==> config.mk <==
export PLATFORM = sky130hd
export DESIGN_NAME = ssa_stepper
export DESIGN_NICKNAME = d
export VERILOG_FILES = /design/src/ssa_set_store.v /design/src/ssa_irq_bank.v /design/src/ssa_stepper.v
export VERILOG_INCLUDE_DIRS = /design/src
export SDC_FILE = /design/constraint.sdc
export NUM_CORES = 2
export LEC_CHECK = 0
export BUFFER_PORTS_ARGS = -buffer_cell sky130_fd_sc_hd__buf_2
export CORE_MARGIN = 1
export CORE_UTILIZATION = 51
export CTS_CLUSTER_SIZE = 30
export DETAILED_ROUTE_END_ITERATION = 7
export GPL_TIMING_DRIVEN = 0
export PLACE_DENSITY = 0.72
export RECOVER_POWER = 25
export SLEW_MARGIN = 20
export SYNTH_ARGS = -nofsm -noshare
export SYNTH_HDL_FRONTEND = slang
export SYNTH_HIERARCHICAL = 1
export SYNTH_SLANG_ARGS = --single-unit
==> constraint.sdc <==
create_clock -name sys_clk -period 5.9 [get_ports sys_clk]
set_input_delay 0.59 -clock sys_clk [delete_from_list [all_inputs] [get_ports sys_clk]]
set_output_delay 0.59 -clock sys_clk [all_outputs]
set_load 0.01 [all_outputs]
==> src/ssa_stepper_regs.vh <==
`ifndef SSA_STEPPER_REGS_VH
`define SSA_STEPPER_REGS_VH

// register byte offsets
`define SSA_CTRL_OFS 8'h00
`define SSA_TOTAL_OFS 8'h04
`define SSA_CMD_OFS 8'h08
`define SSA_INDEX_OFS 8'h0C
`define SSA_ACTIVE_OFS 8'h10
`define SSA_STATUS_OFS 8'h14
`define SSA_IRQ_ST_OFS 8'h18
`define SSA_IRQ_MASK_OFS 8'h1C

// control register fields
`define SSA_CTRL_EN_BIT 0
`define SSA_CTRL_ADV_LO 2
`define SSA_CTRL_ADV_HI 3
`define SSA_CTRL_RST_LO 4
`define SSA_CTRL_RST_HI 5
`define SSA_SRC_NONE 2'h0

// command register fields
`define SSA_CMD_STEP_BIT 0
`define SSA_CMD_REWIND_BIT 1
`define SSA_CMD_STORE_BIT 2

// status register fields
`define SSA_ST_WAIT_BIT 0
`define SSA_ST_FRAME_BIT 1
`define SSA_ST_LOAD_BIT 2
`define SSA_ST_SEQ_BIT 3
`define SSA_ST_IDX_LO 8
`define SSA_ST_IDX_HI 13
`define SSA_ST_STEP_P_BIT 14
`define SSA_ST_REWIND_P_BIT 15

// interrupt event bits
`define SSA_EV_N 4
`define SSA_EV_FRAME_START 0
`define SSA_EV_FRAME_END 1
`define SSA_EV_TRIG_IGNORED 2
`define SSA_EV_SET_LOADED 3

// sizes and reset values
`define SSA_PSET_W 32
`define SSA_IDX_W 6
`define SSA_SETS 64
`define SSA_TOTAL_MAX 7'h40
`define SSA_TOTAL_MIN 7'h01
`define SSA_TOTAL_RST 7'h01
`define SSA_CTRL_RST 6'h00
`define SSA_ACTIVE_RST 32'h00000000
`define SSA_MASK_RST 4'h0

`endif

==> src/ssa_set_store.v <==
`timescale 1ns/1ps
`include "ssa_stepper_regs.vh"

module ssa_set_store (
   input wire sys_clk,
   input wire ce,
   input wire wr_en,
   input wire [`SSA_IDX_W-1:0] wr_idx,
   input wire [`SSA_PSET_W-1:0] wr_data,
   input wire [`SSA_IDX_W-1:0] rd_idx,
   output wire [`SSA_PSET_W-1:0] rd_data
);

   reg [`SSA_PSET_W-1:0] mem [0:`SSA_SETS-1];
   reg [`SSA_PSET_W-1:0] rd_data_q;

   // no reset on the array: unstored sets read whatever they hold
   always @(posedge sys_clk) begin
      if (ce) begin
         if (wr_en) begin
            mem[wr_idx] <= wr_data;
         end
         rd_data_q <= mem[rd_idx];
      end
   end

   assign rd_data = rd_data_q;

endmodule

==> src/ssa_irq_bank.v <==
`timescale 1ns/1ps
`include "ssa_stepper_regs.vh"

module ssa_irq_bank (
   input wire sys_clk,
   input wire nrst,
   input wire ce,
   input wire [`SSA_EV_N-1:0] events,
   input wire clr,
   input wire [`SSA_EV_N-1:0] mask,
   output wire [`SSA_EV_N-1:0] status,
   output wire irq
);

   reg [`SSA_EV_N-1:0] status_q;
   reg irq_q;
   wire [`SSA_EV_N-1:0] status_d;

   genvar i;
   generate
      for (i = 0; i < `SSA_EV_N; i = i + 1) begin : g_bit
         // a new event beats the read that clears
         assign status_d[i] = events[i] | (status_q[i] & ~clr);
      end
   endgenerate

   always @(posedge sys_clk) begin
      if (!nrst) begin
         status_q <= {`SSA_EV_N{1'b0}};
         irq_q <= 1'b0;
      end else if (ce) begin
         status_q <= status_d;
         irq_q <= |(status_d & mask);
      end
   end

   assign status = status_q;
   assign irq = irq_q;

endmodule

==> src/ssa_stepper.v <==
// Overview of operation
// - with no line source, step to next set upward only on software step
// - with no line source, restart the cycle only on software rewind
// - stepping past the last configured set wraps back to set zero
// - on sequencer enable, copy stored set zero into the active set
// - set indices run from zero to the configured total minus one
// - each accepted frame trigger latches the active set for that frame
// - a taken step loads the next stored set into the active set
// - a taken rewind loads stored set zero into the active set
// - until a command is taken, every frame keeps the old active set
// - during a set load, leave waiting status and ignore frame triggers
// - disable mid-frame lets the frame finish, then cycling stops
// - on disable, the active set returns to its pre-enable value
// - a frame starts on the rising edge of the trigger input
// - the configured total count of sets is at most sixty-four
// - advance and restart sources each offer none, software only
//
// Implementation choices: the strobed register port and the placing of the registers.
`timescale 1ns/1ps
`include "ssa_stepper_regs.vh"

module ssa_stepper (
   input wire sys_clk,
   input wire nrst,
   input wire ce,
   input wire [7:0] reg_addr,
   input wire [31:0] reg_wdata,
   input wire reg_wr,
   input wire reg_rd,
   output wire [31:0] reg_rdata,
   input wire frame_trig,
   input wire frame_done,
   output wire acq_start,
   output wire [`SSA_PSET_W-1:0] acq_param,
   output wire trig_wait,
   output wire seq_active,
   output wire irq
);

   localparam [1:0] ST_WAIT = 2'h0;
   localparam [1:0] ST_LOAD_RD = 2'h1;
   localparam [1:0] ST_LOAD_WR = 2'h2;
   localparam [1:0] ST_FRAME = 2'h3;

   reg [1:0] state_q;
   reg [1:0] state_d;
   reg [5:0] ctrl_q;
   reg [6:0] total_q;
   reg [`SSA_IDX_W-1:0] sel_idx_q;
   reg [`SSA_PSET_W-1:0] active_q;
   reg [`SSA_PSET_W-1:0] active_d;
   reg [`SSA_PSET_W-1:0] backup_q;
   reg [`SSA_PSET_W-1:0] backup_d;
   reg [`SSA_IDX_W-1:0] cur_idx_q;
   reg [`SSA_IDX_W-1:0] cur_idx_d;
   reg [`SSA_IDX_W-1:0] tgt_idx_q;
   reg [`SSA_IDX_W-1:0] tgt_idx_d;
   reg seq_on_q;
   reg seq_on_d;
   reg step_pend_q;
   reg rewind_pend_q;
   reg take_step;
   reg take_rewind;
   reg trig_prev_q;
   reg acq_start_q;
   reg acq_start_d;
   reg [`SSA_PSET_W-1:0] acq_param_q;
   reg trig_wait_q;
   reg [31:0] reg_rdata_q;
   reg [31:0] rdata_d;
   reg [`SSA_EV_N-1:0] mask_q;
   reg [`SSA_EV_N-1:0] ev_d;

   wire [`SSA_EV_N-1:0] irq_status;
   wire [`SSA_PSET_W-1:0] store_rd_data;
   wire ctrl_en;
   wire ctrl_en_d;
   wire adv_sw;
   wire rst_sw;
   wire trig_rise;
   wire wr_ctrl;
   wire wr_total;
   wire wr_cmd;
   wire wr_index;
   wire wr_active;
   wire wr_mask;
   wire rd_irq_st;
   wire cmd_step;
   wire cmd_rewind;
   wire cmd_store;
   wire sw_owns_active;
   wire [6:0] last_w;
   wire [`SSA_IDX_W-1:0] last_idx;
   wire [`SSA_IDX_W-1:0] next_idx;
   wire [6:0] total_wr;

   assign ctrl_en = ctrl_q[`SSA_CTRL_EN_BIT];
   // enable as it will stand next cycle, so waiting drops with the write
   assign ctrl_en_d = wr_ctrl ? reg_wdata[`SSA_CTRL_EN_BIT] : ctrl_en;
   // only the none source is built; a line code blocks software control
   assign adv_sw = ctrl_q[`SSA_CTRL_ADV_HI:`SSA_CTRL_ADV_LO] ==
                   `SSA_SRC_NONE;
   assign rst_sw = ctrl_q[`SSA_CTRL_RST_HI:`SSA_CTRL_RST_LO] ==
                   `SSA_SRC_NONE;

   assign trig_rise = frame_trig & ~trig_prev_q;

   assign wr_ctrl = reg_wr && (reg_addr == `SSA_CTRL_OFS);
   assign wr_total = reg_wr && (reg_addr == `SSA_TOTAL_OFS);
   assign wr_cmd = reg_wr && (reg_addr == `SSA_CMD_OFS);
   assign wr_index = reg_wr && (reg_addr == `SSA_INDEX_OFS);
   assign wr_active = reg_wr && (reg_addr == `SSA_ACTIVE_OFS);
   assign wr_mask = reg_wr && (reg_addr == `SSA_IRQ_MASK_OFS);
   assign rd_irq_st = reg_rd && (reg_addr == `SSA_IRQ_ST_OFS);

   assign cmd_step = wr_cmd && reg_wdata[`SSA_CMD_STEP_BIT];
   assign cmd_rewind = wr_cmd && reg_wdata[`SSA_CMD_REWIND_BIT];
   assign cmd_store = wr_cmd && reg_wdata[`SSA_CMD_STORE_BIT];

   // software edits and stores the active set only while sequencing is off
   assign sw_owns_active = !seq_on_q && !ctrl_en;

   // clamp the total count into one to sixty-four
   assign total_wr = (reg_wdata[31:7] != 25'h0000000) ? `SSA_TOTAL_MAX :
                     (reg_wdata[6:0] > `SSA_TOTAL_MAX) ? `SSA_TOTAL_MAX :
                     (reg_wdata[6:0] < `SSA_TOTAL_MIN) ? `SSA_TOTAL_MIN :
                     reg_wdata[6:0];

   assign last_w = total_q - 7'h01;
   assign last_idx = last_w[`SSA_IDX_W-1:0];
   // total writes are ignored while running, so only the last set lands back on zero
   assign next_idx = (cur_idx_q >= last_idx) ? {`SSA_IDX_W{1'b0}} :
                     cur_idx_q + 6'h01;

   ssa_set_store u_store (
      .sys_clk(sys_clk),
      .ce(ce),
      .wr_en(cmd_store && sw_owns_active),
      .wr_idx(sel_idx_q),
      .wr_data(active_q),
      .rd_idx(tgt_idx_q),
      .rd_data(store_rd_data)
   );

   ssa_irq_bank u_irq (
      .sys_clk(sys_clk),
      .nrst(nrst),
      .ce(ce),
      .events(ev_d),
      .clr(rd_irq_st),
      .mask(mask_q),
      .status(irq_status),
      .irq(irq)
   );

   always @* begin
      state_d = state_q;
      active_d = active_q;
      backup_d = backup_q;
      cur_idx_d = cur_idx_q;
      tgt_idx_d = tgt_idx_q;
      seq_on_d = seq_on_q;
      take_step = 1'b0;
      take_rewind = 1'b0;
      acq_start_d = 1'b0;
      ev_d = {`SSA_EV_N{1'b0}};
      if (wr_active && sw_owns_active) begin
         active_d = reg_wdata;
      end
      case (state_q)
         ST_WAIT: begin
            // enable and disable are decided only here, between frames
            if (ctrl_en && !seq_on_q) begin
               backup_d = active_q;
               seq_on_d = 1'b1;
               tgt_idx_d = {`SSA_IDX_W{1'b0}};
               state_d = ST_LOAD_RD;
            end else if (!ctrl_en && seq_on_q) begin
               active_d = backup_q;
               seq_on_d = 1'b0;
               cur_idx_d = {`SSA_IDX_W{1'b0}};
            end else if (seq_on_q && rewind_pend_q) begin
               take_rewind = 1'b1;
               tgt_idx_d = {`SSA_IDX_W{1'b0}};
               state_d = ST_LOAD_RD;
            end else if (seq_on_q && step_pend_q) begin
               take_step = 1'b1;
               tgt_idx_d = next_idx;
               state_d = ST_LOAD_RD;
            end else if (trig_rise) begin
               acq_start_d = 1'b1;
               ev_d[`SSA_EV_FRAME_START] = 1'b1;
               state_d = ST_FRAME;
            end
         end
         ST_LOAD_RD: begin
            // store read port settles on the target index this cycle
            if (trig_rise) begin
               ev_d[`SSA_EV_TRIG_IGNORED] = 1'b1;
            end
            state_d = ST_LOAD_WR;
         end
         ST_LOAD_WR: begin
            if (trig_rise) begin
               ev_d[`SSA_EV_TRIG_IGNORED] = 1'b1;
            end
            active_d = store_rd_data;
            cur_idx_d = tgt_idx_q;
            ev_d[`SSA_EV_SET_LOADED] = 1'b1;
            state_d = ST_WAIT;
         end
         ST_FRAME: begin
            if (trig_rise) begin
               ev_d[`SSA_EV_TRIG_IGNORED] = 1'b1;
            end
            // disable mid-frame waits here until the frame is sent
            if (frame_done) begin
               ev_d[`SSA_EV_FRAME_END] = 1'b1;
               state_d = ST_WAIT;
            end
         end
         default: begin
            state_d = ST_WAIT;
         end
      endcase
   end

   always @* begin
      rdata_d = 32'h00000000;
      if (reg_rd) begin
         case (reg_addr)
            `SSA_CTRL_OFS: rdata_d[5:0] = ctrl_q;
            `SSA_TOTAL_OFS: rdata_d[6:0] = total_q;
            `SSA_INDEX_OFS: rdata_d[`SSA_IDX_W-1:0] = sel_idx_q;
            `SSA_ACTIVE_OFS: rdata_d = active_q;
            `SSA_STATUS_OFS: begin
               rdata_d[`SSA_ST_WAIT_BIT] = trig_wait_q;
               rdata_d[`SSA_ST_FRAME_BIT] = (state_q == ST_FRAME);
               rdata_d[`SSA_ST_LOAD_BIT] = (state_q == ST_LOAD_RD) ||
                                           (state_q == ST_LOAD_WR);
               rdata_d[`SSA_ST_SEQ_BIT] = seq_on_q;
               rdata_d[`SSA_ST_IDX_HI:`SSA_ST_IDX_LO] = cur_idx_q;
               rdata_d[`SSA_ST_STEP_P_BIT] = step_pend_q;
               rdata_d[`SSA_ST_REWIND_P_BIT] = rewind_pend_q;
            end
            `SSA_IRQ_ST_OFS: rdata_d[`SSA_EV_N-1:0] = irq_status;
            `SSA_IRQ_MASK_OFS: rdata_d[`SSA_EV_N-1:0] = mask_q;
            default: rdata_d = 32'h00000000;
         endcase
      end
   end

   always @(posedge sys_clk) begin
      if (!nrst) begin
         state_q <= ST_WAIT;
         ctrl_q <= `SSA_CTRL_RST;
         total_q <= `SSA_TOTAL_RST;
         sel_idx_q <= {`SSA_IDX_W{1'b0}};
         active_q <= `SSA_ACTIVE_RST;
         backup_q <= `SSA_ACTIVE_RST;
         cur_idx_q <= {`SSA_IDX_W{1'b0}};
         tgt_idx_q <= {`SSA_IDX_W{1'b0}};
         seq_on_q <= 1'b0;
         step_pend_q <= 1'b0;
         rewind_pend_q <= 1'b0;
         trig_prev_q <= 1'b0;
         acq_start_q <= 1'b0;
         acq_param_q <= `SSA_ACTIVE_RST;
         trig_wait_q <= 1'b0;
         reg_rdata_q <= 32'h00000000;
         mask_q <= `SSA_MASK_RST;
      end else if (ce) begin
         state_q <= state_d;
         active_q <= active_d;
         backup_q <= backup_d;
         cur_idx_q <= cur_idx_d;
         tgt_idx_q <= tgt_idx_d;
         seq_on_q <= seq_on_d;
         trig_prev_q <= frame_trig;
         acq_start_q <= acq_start_d;
         reg_rdata_q <= rdata_d;
         if (acq_start_d) begin
            acq_param_q <= active_q;
         end
         // waiting only when idle in wait with nothing about to load
         trig_wait_q <= (state_d == ST_WAIT) && (ctrl_en_d == seq_on_d) &&
                        !(seq_on_d && (rewind_pend_q || step_pend_q ||
                        (cmd_step && adv_sw) ||
                        (cmd_rewind && rst_sw)));
         // a new command beats the take of an older one
         step_pend_q <= seq_on_q && adv_sw &&
                        (cmd_step || (step_pend_q && !take_step &&
                        !take_rewind));
         rewind_pend_q <= seq_on_q && rst_sw &&
                          (cmd_rewind || (rewind_pend_q && !take_rewind));
         if (wr_ctrl) begin
            ctrl_q <= reg_wdata[5:0];
         end
         if (wr_total && sw_owns_active) begin
            total_q <= total_wr;
         end
         if (wr_index) begin
            sel_idx_q <= reg_wdata[`SSA_IDX_W-1:0];
         end
         if (wr_mask) begin
            mask_q <= reg_wdata[`SSA_EV_N-1:0];
         end
      end
   end

   assign reg_rdata = reg_rdata_q;
   assign acq_start = acq_start_q;
   assign acq_param = acq_param_q;
   assign trig_wait = trig_wait_q;
   assign seq_active = seq_on_q;

endmodule

**Yosys cells after proc, flatten, opt, wreduce, memory -nomap -nowiden**

Memories as Yosys holds them, arrays and structs flattened. A register that Yosys moved wholly into a read port is not among the register bits.
Index checks and enable logic that the tools add are counted.

- Register bits after elaboration: 176
- Latch bits: 0
- Bits in writable memories: 2048
- Bits in read-only memories: 0
- Input bits: 47
- Output and inout port bits: 68
- Logic and storage cells: 165
- Memories: 1

- $add $sub $neg: 2
- $mul: 0
- Divide/modulo/power cells: 0
- Order comparisons: 3
- Equal/unequal tests: 14
- Shifts and indexed selects: 0
- Muxes and demuxes: 55
- Bitwise logic cells: 12
- Reduce and logical (&&, ||, !) cells: 59

Memory list:

| name | depth | bits a word | read ports | clocked after Yosys merged registers in | wr ports | line | text |
|---|---|---|---|---|---|---|---|
| u_store.mem | 64 | 32 | 1 | 1 | 1 | ssa_set_store.v:14 | `` reg [`SSA_PSET_W-1:0] mem [0:`SSA_SETS-1]; `` |

Operators by type and width:

| cell | number |
|---|---|
| 32-bit two-way mux | 4 |
| 32-bit case mux with 2 select lines | 1 |
| 6-bit two-way mux | 7 |
| 8-bit by 5-bit == test with 1-bit output (second input constant) | 4 |
| 1-bit logical AND | 30 |
| 4-bit case mux with 7 select lines | 1 |
| 1-bit two-way mux | 27 |
| 25-bit nonzero test | 1 |
| 7-bit two-way mux | 3 |
| 8-bit by 4-bit == test with 1-bit output (second input constant) | 2 |
| 16-bit two-way mux | 1 |
| 2-bit case mux with 4 select lines | 2 |
| 8-bit case mux with 2 select lines | 1 |
| 2-bit two-way mux | 6 |
| 6-bit case mux with 2 select lines | 1 |
| 2-bit AND reduction | 5 |
| 8-bit by 3-bit == test with 1-bit output (second input constant) | 1 |
| 2-bit logical NOT | 4 |
| 8-bit logical NOT | 1 |
| 4-bit AND reduction | 2 |
| 7-bit greater-than comparator (second input constant) | 1 |
| 7-bit by 1-bit less-than comparator with 1-bit output (second input constant) | 1 |
| 6-bit by 1-bit adder with 6-bit output (second input constant) | 1 |
| 6-bit >= comparator | 1 |
| 17 further kinds | 37 |

**Depth between registers and ports, before layout**

- Depth in word-level cells: 11
- Gate-level depth with buffers: 10
- Gate-level depth less buffers: 10

**Cells and area by module**

The synthesis kept the hierarchy.

By module, submodules not included:

| module | instances | cells an instance | area each (um^2) | seq. area each (um^2) |
|---|---|---|---|---|
| ssa_set_store | 1 | 3516 | 79132.1 | 62459.9 |
| ssa_stepper | 1 | 985 | 8147.8 | 3423.3 |
| ssa_irq_bank | 1 | 23 | 222.7 | 100.1 |

**Least setup slack after synthesis**

No wires, ideal clock.

- Kind: input -> register
- Start: input port reg_addr[2]
- End: memory u_store/mem[32][0] in the netlist's numbering, enable pin
- Setup time: 0.461 ns
- Arrival time: 4.521 ns
- Data required time: 5.439 ns
- Slack: 0.918 ns
- Cell stages on the path: 8
- Buffers on the path: 1
- Cells stage by stage: buf_4 -> or3b_2 -> nor4b_1 -> and4_1 -> nand2_1 -> nor4b_1 -> nand2b_1 -> nor3_1

- Word-level cells in the longest chain between the ends: 7

RTL lines:

| element | line | text |
|---|---|---|
| start: declaration | ssa_stepper.v:26 | `input wire [7:0] reg_addr,` |
| 8-bit by 4-bit == test with 1-bit output (no source line) | -- |  |
| 1-bit logical AND | ssa_stepper.v:110 | `` assign wr_cmd = reg_wr && (reg_addr == `SSA_CMD_OFS); `` |
| 1-bit logical AND | ssa_stepper.v:118 | `` assign cmd_store = wr_cmd && reg_wdata[`SSA_CMD_STORE_BIT]; `` |
| 1-bit logical AND | ssa_stepper.v:138 | `.wr_en(cmd_store && sw_owns_active),` |
| 1-bit two-way mux | ssa_set_store.v:20 | `if (wr_en) begin` |
| 1-bit two-way mux | ssa_set_store.v:19 | `if (ce) begin` |
| 1-bit two-way mux (implied by the code) | ssa_set_store.v:21 | `mem[wr_idx] <= wr_data;` |
| end: declaration | ssa_set_store.v:14 |  |

Every way passes these cells.

==> summary.log <==
qor: critical_path.critPathTopFamily buffers and inverters
qor: yosys.syn-num-nets 4,583
qor: clocking.cts-hold-fix-buffers 1
qor: pwr.design_power_total 0.03133 W
qor: yosys.synth_largest_area_cell edfxtp_1
qor: route.drc 0
qor: critical_path.critical-path-max-stage-delay 0.95 ns
qor: pwr.p_seq_share 55.7%
qor: yosys.synth.area.top_cells edfxtp_1 (71%), mux4_2 (12%), dfxtp_1 (4.0%), mux2i_1 (2.0%), nand2_1 (1.2%)
qor: yosys.syn_inst 4,524
qor: route.dr_total_vias 49,650
qor: finish.area_growth_syn_to_layout 14.60%
qor: pwr.switching_power 0.006296 W
qor: global_routing.first_global_vias 47,970
qor: route.first_pass_detailed_route_iteration_total 6
qor: critical_path.crit_top_cell clkbuf_1
qor: critical_path.worst_ep_arrival_time 5.93 ns
qor: worst_hold_path.holdCritStartpoint nrst
qor: clocking.cts_inserted_buffers 213
qor: die.die-width 416.2 um
qor: placed_design.placement.io_buffers 111
qor: timing.number_of_pins_with_negative_max_slew_slack_in_the_final_report 1,649
qor: clocking.clk_transition_reported_paths 0.06 ns
qor: clocking.root_buffer_cell clkbuf_16
qor: timing.period_share 92.63%
qor: critical_path.rr_endpoint u_store/rd_data[26]
qor: critical_path.cpMaxStageDelayCell clkbuf_1
qor: yosys.ys_seq_elements 2,256
qor: pwr.leakage 31.14 nW
qor: die.num_io_pins 115
qor: run.drv_cap 25
qor: outcome.failed_checks capacitance limit, slew limit
qor: timing.final_period_minus_worst_setup_slack 5.465 ns
qor: yosys.synth_cell_type_count 82
qor: placed_design.hpwlAfterDp 174.6 mm
qor: global_routing.pin_count_of_the_biggest_net_entering_global_routing 70
qor: pwr.switching_power_as_a_share_of_total_power 20.10%
qor: yosys.synth.yosys.warnings 6
qor: placed_design.finalWeightedCongestion 0.9459
qor: yosys.synth.yosys.seq_area_share 75.41%
qor: clocking.cts_sinks 2,256
qor: worst_hold_path.timing.hold.worst_path_depth 3
qor: pwr.clock_power_share 43.0%
qor: clocking.clock_insertion_delay_worst_skew 0.86 ns
qor: finish.layout.core_utilization 59.04%
qor: timing.setup_viol 0
qor: clocking.cts-resized-gates 0
qor: placed_design.placement.cell_area 94,070 um2
qor: route.routed_wl 259.5 mm
qor: yosys.synth_enable_flop_cells 2,080
qor: critical_path.reg2reg_from tgt_idx_q[3]
qor: route.route.antenna.remaining_nets 0
qor: critical_path.timing.reg2reg.setup_slack 0.43 ns
qor: yosys.syn_avg_cell_area 19.34 um2
qor: yosys.top_ff_cell_synth edfxtp_1
qor: critical_path.worstPathCellList clkbuf_1, clkbuf_1, clkbuf_2, clkbuf_1, mux4_2, mux2i_1
qor: pwr.p_int 0.02503 W
qor: die.initial_core_util 51.52%
qor: clocking.clock_path_buffers 3
qor: critical_path.timing_worst_setup_path_type register to register
qor: outcome.outcome complete, but fails checks
qor: route.via_per_inst 6.730
qor: critical_path.critical_path_required 6.37 ns
qor: pwr.power_density 312.4 nW/um2
qor: worst_hold_path.hold_wc_path_type primary input to register
qor: die.rows 151
qor: critical_path.crit_buf_inv 4
qor: die.floorplan.die_area 173,200 um2
qor: global_routing.antenna_violations_before_repair 19
qor: finish.fin_nets 5,028
qor: timing.worstMarginPinSlew 3.583 ns
qor: finish.drive_above_1_share 24.27%
qor: clocking.number_of_buffers_inserted_by_post_cts_setup_repair 0
qor: finish.final_instance_area 100,300 um2
qor: route.routedWlPerCell 35.18 um
qor: critical_path.rr_worst_depth 6
qor: global_routing.global_route.overflow_total 0
qor: timing.hold_viol_final 0
qor: yosys.synth_async_sr_flop_share 0%
qor: global_routing.grt_util_all_layers 29.92%
qor: timing.max_freq 183.0 MHz
qor: timing.slew-limit-headroom -138.8%
qor: die.die_h 416.2 um
qor: pwr.vdd.ir_drop.worst 284.3 uV
qor: global_routing.first_pass_grt_wire_length 361.4 mm
qor: critical_path.setup.worst_path.end_class register
qor: timing.final.setup_skew 0.05365 ns
qor: pwr.pwr-share-comb 1.3%
qor: yosys.mappedNetlistArea 87,500 um2
qor: critical_path.largest_fanout_on_the_critical_path 10
qor: clocking.clock_tree.htree_level_count 4
qor: critical_path.critPathLaunchType register
qor: timing.unrepaired_setup_endpoints_after_global_routing false
qor: route.drtIter0Drc 7,967
qor: die.floorplan.core_area 169,800 um2
qor: yosys.share_of_the_synthesized_area_in_the_top_cell_type 71.38%
qor: clocking.tritoncts built
qor: worst_hold_path.hold_end u_irq/irq
[cell families (layout without fill, tap and decap cells)]
logic type	count (synthesis)	after routing	share of synthesized area [%]
compound gates	556	556	4.400
xor+xnor	8	8	0.08008
fa+ha+maj	12	12	0.1716
buf+inv	288	918	1.713
flops	2256	2256	75.41
mux	679	679	14.25
other cells	0	5	0
simple gates	725	725	3.975
[power by group through the flow]
stage / sequential (W) / combinational (W) / clock (W)
global placement: 0.0179 / 0.000233 / 0
floorplan: 0.0178 / 0.000135 / 0
finish: 0.0175 / 0.000402 / 0.0135
global route: 0.0175 / 0.000421 / 0.0142
CTS: 0.0174 / 0.000421 / 0.0136
detailed placement: 0.0178 / 0.000419 / 0
[through the flow]
stage	setup slack [ns]	instances	setup TNS (ns)	hold WS, ns
CTS	0.7473	7372	0	0.01215
floorplan	0.9182	4524	0	0.4360
global placement	-3.403	6853	-1498.33	0.4384
global route	0.6653	7373	0	0.04944
detailed placement	0.5788	6971	0	0.4394
finish	0.4349	7377	0	0.07099
[worst max-delay path by stage]
stage | start | end | slack (ns) | cells after the start
after floorplan | reg_addr[2] | u_store/mem[32][0] | 0.92 | 8
after global placement | reg_addr[4] | u_store/mem[36][0] | -3.40 | 9
after detailed placement | reg_addr[4] | u_store/mem[32][0] | 0.58 | 12
after CTS | tgt_idx_q[3] | u_store/rd_data[24] | 0.75 | 6
after global routing | tgt_idx_q[3] | u_store/rd_data[26] | 0.67 | 6
final | tgt_idx_q[3] | u_store/rd_data[26] | 0.43 | 6
[synth_stat cells, drive strengths merged (40+ instances only)]
cell / instances
o22ai: 76
nand2: 278
nor2b: 41
a21oi: 157
o221ai: 47
mux2: 56
nand4: 63
nor2: 160
buf: 144
edfxtp: 2080
mux2i: 175
nand3: 75
a22oi: 94
mux4: 448
o21ai: 40
clkbuf: 129
dfxtp: 176
[layout by cell type (no fill, tap or decap), drive strengths merged, types with 5 or more instances in the layout]
| cell | instances |
|---|---|
| and3 | 22 |
| a311oi | 25 |
| o221ai | 47 |
| clkbuf | 416 |
| edfxtp | 2080 |
| a311o | 8 |
| a211oi | 16 |
| diode | 5 |
| mux2 | 56 |
| mux4 | 448 |
| nand3 | 75 |
| a21oi | 157 |
| nand2b | 28 |
| nor4 | 9 |
| dfxtp | 176 |
| nor2b | 41 |
| bufinv | 18 |
| o31ai | 7 |
| mux2i | 175 |
| and2 | 5 |
| nor2 | 160 |
| nand2 | 278 |
| nand4 | 63 |
| a21o | 5 |
| xnor2 | 6 |
| o211a | 8 |
| clkinv | 106 |
| a41oi | 5 |
| o22a | 8 |
| a22oi | 94 |
| ha | 12 |
| buf | 348 |
| nor3 | 18 |
| o21ai | 40 |
| o22ai | 76 |
| inv | 21 |
| a221o | 27 |
| a31oi | 14 |
[worst register-to-register path, stage by stage (launching register included)]
cell and delay (ns):
dfxtp_1 0.39, clkbuf_1 0.95, clkbuf_1 0.72, clkbuf_2 0.76, clkbuf_1 0.81, mux4_2 0.50, mux2i_1 0.94
[final cells by class]
cell class | count | area (um2)
Buffer | 277 | 1470
Inverter | 11 | 41.29
Multi-Input combinational cell | 1980 | 20500
Clock inverter | 138 | 1239
Tap cell | 2218 | 2775
Clock buffer | 262 | 5607
Fill cell | 11910 | 69570
Timing Repair Buffer | 230 | 2618
Antenna cell | 5 | 12.51
Sequential cell | 2256 | 66010
[state kept, by name (all words and copies together) (netlist names), 2 cells and up]
name / count
u_store/mem: 2048
mask_q: 4
state_q: 2
u_store/rd_data: 32
total_q: 7
u_irq/status: 4
reg_rdata: 32
acq_param: 32
backup_q: 32
sel_idx_q: 6
active_q: 32
ctrl_q: 6
tgt_idx_q: 6
cur_idx_q: 6
[metal layers]
metal / track usage (%) / vias up / part of all wire, %
met3: 7.860 / 769 / 13
met2: 45.06 / 3788 / 45
li1: - / 19530 / -
met4: 16.63 / 10 / 6.8
met5: 0 / - / 0.035
met1: 39.91 / 25560 / 35
Power figures use the tool's default switching activity.
